[src/l3_event_pkg.sv]
/*
 * Constants shared by the L3 and bus event counter bank: register addresses,
 * field positions, counter-read indices and reset values.
 * Assumes a single clock domain and 64-bit model-register accesses.
 */
package l3_event_pkg;

   // ==========================================================
   // Register addresses
   localparam logic [31:0] ADDR_INBOUND_BUS_QUEUE_EVENT0 = 32'h0001_07CC;
   localparam logic [31:0] ADDR_INBOUND_BUS_QUEUE_EVENT1 = 32'h0001_07CD;
   localparam logic [31:0] ADDR_INBOUND_SNOOP_QUEUE_EVENT0 = 32'h0001_07CE;
   localparam logic [31:0] ADDR_INBOUND_SNOOP_QUEUE_EVENT1 = 32'h0001_07CF;
   localparam logic [31:0] ADDR_EXTERNAL_BUS_READY_EVENT0 = 32'h0001_07D0;
   localparam logic [31:0] ADDR_EXTERNAL_BUS_READY_EVENT1 = 32'h0001_07D1;
   localparam logic [31:0] ADDR_QUEUE_LATENCY_CONTROL = 32'h0001_07D2;
   localparam logic [31:0] ADDR_QUEUE_LATENCY_ACCUMULATOR = 32'h0001_07D3;

   // ==========================================================
   // Slot numbering inside the bank
   localparam logic [2:0] SLOT_LATENCY_CONTROL = 3'h6;
   localparam logic [2:0] SLOT_LATENCY_ACCUMULATOR = 3'h7;

   // ==========================================================
   // Counter-read instruction indices
   localparam logic [7:0] PMC_INDEX_FIRST = 8'h12;
   localparam logic [7:0] PMC_INDEX_LAST = 8'h19;

   // ==========================================================
   // Field layout
   localparam int CTL_LSB = 32;
   localparam int CTL_W = 32;
   localparam int COUNT_W = 32;
   localparam int ACC_W = 64;
   localparam int LATENCY_ENABLE_BIT = 26;

   // ==========================================================
   // Reset values
   localparam logic [31:0] CTL_RESET = 32'h0000_0000;
   localparam logic [63:0] LATENCY_CONTROL_RESET = 64'h0000_0000_0000_0000;
   localparam logic [63:0] MSR_RDATA_RESET = 64'h0000_0000_0000_0000;
   localparam logic [31:0] UPPER_RESULT_ZERO = 32'h0000_0000;

endpackage

[src/l3_bus_event_counters.sv]
/*
 * Bank of eight 64-bit event monitoring registers for L3 and system bus logic:
 * six qualified 32-bit event counters, a latency control word and a 64-bit
 * latency accumulator, reached by model-register read/write and counter-read.
 * Assumes requests are one-cycle pulses synchronous to mclk and that event
 * condition vectors are presented by the queue logic every cycle.
 */
`timescale 1ns/10ps
`default_nettype none

module l3_bus_event_counters
   import l3_event_pkg::*;
#(
   parameter int NUM_EVENT_CTR = 6,
   parameter int LAT_STEP_W = 8
) (
   input wire logic mclk,
   input wire logic sys_rst,
   input wire logic msr_rd_req,
   input wire logic msr_wr_req,
   input wire logic [31:0] msr_addr,
   input wire logic [63:0] msr_wdata,
   output logic [63:0] msr_rdata_reg,
   output logic msr_ack_reg,
   output logic msr_fault_reg,
   input wire logic pmc_rd_req,
   input wire logic [7:0] pmc_index,
   output logic [31:0] pmc_rdata_lo_reg,
   output logic [31:0] pmc_rdata_hi_reg,
   output logic pmc_ack_reg,
   output logic pmc_fault_reg,
   input wire logic [NUM_EVENT_CTR*CTL_W-1:0] event_cond,
   input wire logic [LAT_STEP_W-1:0] latency_weight
);

   // ==========================================================
   // Decode helpers
   function automatic logic msr_mapped(input logic [31:0] a);
      msr_mapped = (a >= ADDR_INBOUND_BUS_QUEUE_EVENT0) && (a <= ADDR_QUEUE_LATENCY_ACCUMULATOR);
   endfunction

   function automatic logic [2:0] msr_slot(input logic [31:0] a);
      logic [31:0] d;
      d = a - ADDR_INBOUND_BUS_QUEUE_EVENT0;
      msr_slot = d[2:0];
   endfunction

   function automatic logic pmc_mapped(input logic [7:0] i);
      pmc_mapped = (i >= PMC_INDEX_FIRST) && (i <= PMC_INDEX_LAST);
   endfunction

   function automatic logic [2:0] pmc_slot(input logic [7:0] i);
      logic [7:0] d;
      d = i - PMC_INDEX_FIRST;
      pmc_slot = d[2:0];
   endfunction

   // ==========================================================
   // Storage
   logic [CTL_W-1:0] ctl_reg [0:NUM_EVENT_CTR-1];
   logic [63:0] latency_ctl_reg;
   logic [COUNT_W-1:0] cnt [0:NUM_EVENT_CTR-1];
   logic [ACC_W-1:0] lat_acc;
   logic [NUM_EVENT_CTR-1:0] ctr_load;
   logic [NUM_EVENT_CTR-1:0] ctr_inc;
   logic wr_hit;
   logic [2:0] wr_slot;
   logic lat_en;
   logic lat_load;

   assign wr_hit = msr_wr_req && msr_mapped(msr_addr);
   assign wr_slot = msr_slot(msr_addr);

   // ==========================================================
   // Event counters
   genvar g;
   generate
      for (g = 0; g < NUM_EVENT_CTR; g = g + 1) begin : g_ctr
         // control half written with the counter half
         // snoop queue pair at slots 2 and 3
         // bus ready pair at slots 4 and 5
         assign ctr_load[g] = wr_hit && (wr_slot == 3'(g));
         // idle while control half is zero
         // qualification bits gate each of the six counters
         assign ctr_inc[g] = (ctl_reg[g] != CTL_RESET) && |(ctl_reg[g] & event_cond[g*CTL_W +: CTL_W]);

         always_ff @(posedge mclk) begin
            if (sys_rst) begin
               ctl_reg[g] <= CTL_RESET;
            end else if (ctr_load[g]) begin
               ctl_reg[g] <= msr_wdata[CTL_LSB +: CTL_W];
            end
         end

         event_accumulator #(
            .WIDTH(COUNT_W),
            .STEP_W(1)
         ) u_ctr (
            .mclk(mclk),
            .sys_rst(sys_rst),
            .load(ctr_load[g]),
            .load_value(msr_wdata[COUNT_W-1:0]),
            .inc(ctr_inc[g]),
            .step(1'b1),
            .count_reg(cnt[g])
         );
      end
   endgenerate

   // ==========================================================
   // Latency measurement
   always_ff @(posedge mclk) begin
      if (sys_rst) begin
         latency_ctl_reg <= LATENCY_CONTROL_RESET;
      end else if (wr_hit && (wr_slot == SLOT_LATENCY_CONTROL)) begin
         latency_ctl_reg <= msr_wdata;
      end
   end

   assign lat_en = latency_ctl_reg[LATENCY_ENABLE_BIT];
   assign lat_load = wr_hit && (wr_slot == SLOT_LATENCY_ACCUMULATOR);

   event_accumulator #(
      .WIDTH(ACC_W),
      .STEP_W(LAT_STEP_W)
   ) u_lat_acc (
      .mclk(mclk),
      .sys_rst(sys_rst),
      .load(lat_load),
      .load_value(msr_wdata),
      .inc(lat_en),
      .step(latency_weight),
      .count_reg(lat_acc)
   );

   // ==========================================================
   // Model-register read and write answer
   // Reads see the value before this cycle's increment
   always_ff @(posedge mclk) begin
      if (sys_rst) begin
         msr_rdata_reg <= MSR_RDATA_RESET;
      end else if (msr_rd_req && msr_mapped(msr_addr)) begin
         case (msr_slot(msr_addr))
            SLOT_LATENCY_CONTROL: begin
               msr_rdata_reg <= latency_ctl_reg;
            end
            SLOT_LATENCY_ACCUMULATOR: begin
               msr_rdata_reg <= lat_acc;
            end
            default: begin
               msr_rdata_reg <= {ctl_reg[msr_slot(msr_addr)], cnt[msr_slot(msr_addr)]};
            end
         endcase
      end else if (msr_rd_req) begin
         msr_rdata_reg <= MSR_RDATA_RESET;
      end
   end

   always_ff @(posedge mclk) begin
      if (sys_rst) begin
         msr_ack_reg <= 1'b0;
         msr_fault_reg <= 1'b0;
      end else begin
         msr_ack_reg <= msr_rd_req || msr_wr_req;
         msr_fault_reg <= (msr_rd_req || msr_wr_req) && !msr_mapped(msr_addr);
      end
   end

   // ==========================================================
   // Counter-read answer
   always_ff @(posedge mclk) begin
      if (sys_rst) begin
         pmc_rdata_lo_reg <= CTL_RESET;
      end else if (pmc_rd_req && pmc_mapped(pmc_index)) begin
         case (pmc_slot(pmc_index))
            SLOT_LATENCY_CONTROL: begin
               pmc_rdata_lo_reg <= latency_ctl_reg[COUNT_W-1:0];
            end
            SLOT_LATENCY_ACCUMULATOR: begin
               pmc_rdata_lo_reg <= lat_acc[COUNT_W-1:0];
            end
            default: begin
               pmc_rdata_lo_reg <= cnt[pmc_slot(pmc_index)];
            end
         endcase
      end else if (pmc_rd_req) begin
         pmc_rdata_lo_reg <= CTL_RESET;
      end
   end

   always_ff @(posedge mclk) begin
      if (sys_rst) begin
         pmc_rdata_hi_reg <= UPPER_RESULT_ZERO;
         pmc_ack_reg <= 1'b0;
         pmc_fault_reg <= 1'b0;
      end else begin
         pmc_rdata_hi_reg <= UPPER_RESULT_ZERO;
         pmc_ack_reg <= pmc_rd_req;
         pmc_fault_reg <= pmc_rd_req && !pmc_mapped(pmc_index);
      end
   end
endmodule

`default_nettype wire

[src/event_accumulator.sv]
/*
 * Wrapping accumulator: adds a step each cycle it is enabled, software load wins.
 * Assumes the step is zero-extended and the load value is presented with load.
 */
`timescale 1ns/10ps
`default_nettype none

module event_accumulator #(
   parameter int WIDTH = 32,
   parameter int STEP_W = 1
) (
   input wire logic mclk,
   input wire logic sys_rst,
   input wire logic load,
   input wire logic [WIDTH-1:0] load_value,
   input wire logic inc,
   input wire logic [STEP_W-1:0] step,
   output logic [WIDTH-1:0] count_reg
);

   logic [WIDTH-1:0] count_next;

   // ==========================================================
   // Next value
   always_comb begin
      count_next = count_reg + WIDTH'(step);
   end

   // ==========================================================
   // State
   // Load beats increment so a write lands exactly as written
   always_ff @(posedge mclk) begin
      if (sys_rst) begin
         count_reg <= '0;
      end else if (load) begin
         count_reg <= load_value;
      end else if (inc) begin
         count_reg <= count_next;
      end
   end

endmodule

`default_nettype wire

[config.mk]
export PLATFORM = sky130hd
export DESIGN_NAME = l3_bus_event_counters
export DESIGN_NICKNAME = d
export VERILOG_FILES = /design/src/l3_event_pkg.sv /design/src/l3_bus_event_counters.sv /design/src/event_accumulator.sv
export SDC_FILE = /design/constraint.sdc
export NUM_CORES = 2
export LEC_CHECK = 0
export BUFFER_PORTS_ARGS = -buffer_cell sky130_fd_sc_hd__buf_2
export CAP_MARGIN = 10
export CORE_MARGIN = 8
export CORE_UTILIZATION = 46
export CTS_CLUSTER_SIZE = 40
export DETAILED_ROUTE_END_ITERATION = 8
export GPL_TIMING_DRIVEN = 0
export PLACE_DENSITY_LB_ADDON = 0.1
export SLEW_MARGIN = 10
export SYNTH_ARGS = -nofsm -noshare
export SYNTH_HDL_FRONTEND = slang
export SYNTH_HIERARCHICAL = 1
export SYNTH_SLANG_ARGS = --single-unit
[constraint.sdc]
create_clock -name mclk -period 4.4 [get_ports mclk]
set_clock_uncertainty 0.15 [all_clocks]
set_input_delay 0.44 -clock mclk [delete_from_list [all_inputs] [get_ports mclk]]
set_output_delay 0.44 -clock mclk [all_outputs]
set_load 0.02 [all_outputs]
==> out/qor.yml <==
ir_worst_vdd_uv: 302
maxSlewViolCount: 0
intPower_uw: 9830
fill_cells: 7563
critical_path.most_common_cell: "clkbuf_1"
grt_util_all_layers: 0.405
vias: 39200
place_hpwl_mm: 151
cp-endpoint: "g_ctr[3].u_ctr/count_reg[20]"
drc: 0
rows: 104
clk_pin_slew_ns: 0.06
fin_crit_sh: 0.971
yosys_warnings: 6
status: "finished, final reports clean"
multi_input_area_mm2: 0.0210
maxSlewHeadroom: 0.0853
cp_max_fo: 10
maxCapViolations: 0
clk_latency_ns: 0.66
worstPathBufferInverterCount: 8
port_buffers: 406
r2r_end: "u_lat_acc/count_reg[15]"
synthCells: 4006
start_util: 0.465
crit_type: "input port to flip-flop"
synth-main-ff-cell: "dfxtp_1"
die_area_mm2: 0.0907
fin_ws_ns: 0.126
finalPower_uw: 13700
core_area_mm2: 0.0805
clockBufferDepth: 3
drive_gt1_frac: 0.191
ios: 441
drt-pass1-iter-count: 8
die_h_um: 301
synth_area_mm2: 0.0374
layout_min_cycle_time_ns: 4.27
arrival_ns: 4.68
clock_sinks: 612
die_width_um: 301
final_antenna_net_count: 0
syn_avg_cell_area_um2: 9.34
final_hold_viol_count: 0
grt_setup_unrepaired: "no"
tns_ns: 0
cpPeakStageDelay_ns: 1.03
tightest_slew_ns: 1.37
swShare: 0.282
htreeDepth: 3
cp_cell_sequence: "buf_2 > clkbuf_1 > clkbuf_1 > buf_1 > and4_1 > clkbuf_1 > inv_1 > clkbuf_8 > clkbuf_1 > a311oi_1"
timing.fmax_mhz: 234
final-setup-viol-count: 0
overflow: 0
r2r-start: "u_lat_acc/count_reg[7]"
clock_power_share: 0.456
p_per_area_mw_per_mm2: 312
ff2ff_setup_slack_ns: 0.58
grt_max_degree: 33
wirelength_mm: 194
crit_cells: 10
synth.distinct_cells: 85
power_frac_seq: 0.443
nNetsFinal: 4894
final_core_util: 0.545
cts_tree: "yes"
combPwrFrac: 0.101
hp-class: "input port to flip-flop"
area_delta_synth_final_pct: 17.3
cp-end-kind: "flip-flop"
leakagePower_uw: 0.0154
root_buffer: "clkbuf_16"
dp_slack_ns: -1.53
drt_iter0_markers: 5821
critPathSlowestCell: "buf_1"
final_common_cell: "buf_2"
synthArstFlopShare: 0
grt_first_pass_wirelength_mm: 268
gp_congestion: 1.05
wl_per_cell_um: 34.0
synth_seq_cells: 612
detail_route.vias_per_cell: 6.89
synth.area.top_cells: "dfxtp_1, edfxtp_1, mux2i_1"
synth_edf_count: 192
yosys.area.top_type_share: 0.225
cp_top_family: "buffers and inverters"
final_cell_mix: "buf_2, dfxtp_1, nor2_1"
switching_power_uw: 3860
synth.largest_area_cell: "dfxtp_1"
numCtsBuffers: 74
startpoint_type: "input port"
grt_antenna_before_repair: 14
regArea_mm2: 0.0142
ys_seq_area_frac: 0.379
required_ns: 4.80
r2r_cells: 8
startpoint: "msr_addr[1]"
grt_pass1_vias: 36300
[worst reg2reg max path: cells and delay by family, from the launching register on]
family          cells  cell delay (ns)
fa+ha+maj           1             0.41
flops               1             0.69
compound gates      5             1.48
buf+inv             2             0.98
[power by group through the flow]
stage | registers (µW) | logic [µW] | clock network, µW
6_report | 6070 | 1380 | 6240
5_1_grt | 6060 | 1410 | 6450
4_1_cts | 6060 | 1320 | 6240
3_5_place_dp | 6180 | 1290 | 0
3_3_place_gp | 6180 | 1270 | 0
2_1_floorplan | 6090 | 661 | 0
[kinds of logic after synthesis]
logic type / after synthesis / share of synthesized area
muxes: 322 / 0.116
other: 2 / 0.000201
xor gates and xnor gates: 69 / 0.0161
and+or+nand+nor: 1488 / 0.219
adders and majority gates: 22 / 0.00756
buffers and inverters: 496 / 0.0652
AOI/OAI and AO/OA: 995 / 0.198
DFF: 612 / 0.379
[stage by stage]
step	instances	instance area (µm²)	hold WS (ns)
2_1_floorplan	4042	37600	0.299
3_3_place_gp	5508	40900	0.304
3_5_place_dp	5513	41100	0.309
4_1_cts	5683	43800	0.0158
5_1_grt	5685	43900	0.0271
6_report	5692	43900	0.0402
[how the worst min path moves through the flow]
stage	from	endpoint	slack (ns)	depth (start not counted)
after floorplan	latency_ctl_reg[40]	latency_ctl_reg[40]	0.30	2
after global placement	pmc_rdata_lo_reg[5]	pmc_rdata_lo_reg[5]	0.30	1
after detailed placement	pmc_rdata_lo_reg[1]	pmc_rdata_lo_reg[1]	0.31	1
after CTS	msr_wdata[62]	u_lat_acc/count_reg[62]	0.02	3
after global routing	msr_wdata[62]	u_lat_acc/count_reg[62]	0.03	3
final	msr_wdata[62]	u_lat_acc/count_reg[62]	0.04	3
[area by class of cell]
| class | count | share of cell area |
|---|---|---|
| plain buffers | 379 | 0.0457 |
| well taps | 1060 | 0.0302 |
| flip-flops and latches | 612 | 0.323 |
| repair buffers | 446 | 0.0571 |
| inverters | 116 | 0.00992 |
| clock inverters | 33 | 0.00741 |
| clock buffers | 103 | 0.0479 |
| diodes | 9 | 0.000513 |
| multi-input cells | 2934 | 0.478 |
[cell usage after synthesis, types with 81 or more instances]
library cell,n
a21oi_1,122
nor2_1,344
dfxtp_1,420
mux4_2,86
nand4_1,162
nand3_1,147
mux2i_1,216
edfxtp_1,192
inv_1,115
nand2_1,244
a211oi_1,81
a311oi_1,88
clkbuf_1,239
nor3_1,114
o21ai_0,94
a22oi_1,125
[layer usage]
metal	up-vias	share of wire	wire length, µm	GRT usage
li1	16700	-	-	-
met1	19100	0.37	71700	0.518
met2	2780	0.42	82000	0.597
met3	622	0.13	24400	0.113
met4	8	0.080	15500	0.264
met5	-	0.00023	45	0
[timing repair]
| item | CTS | global route |
|---|---|---|
| gates resized for setup | 3 | 3 |
| hold buffers | 35 | 0 |
| setup buffers | 0 | 0 |
| setup endpoints to repair | 92 | 60 |
| endpoints found under the hold margin | 33 | 0 |
(Power assumes the default switching activity.)
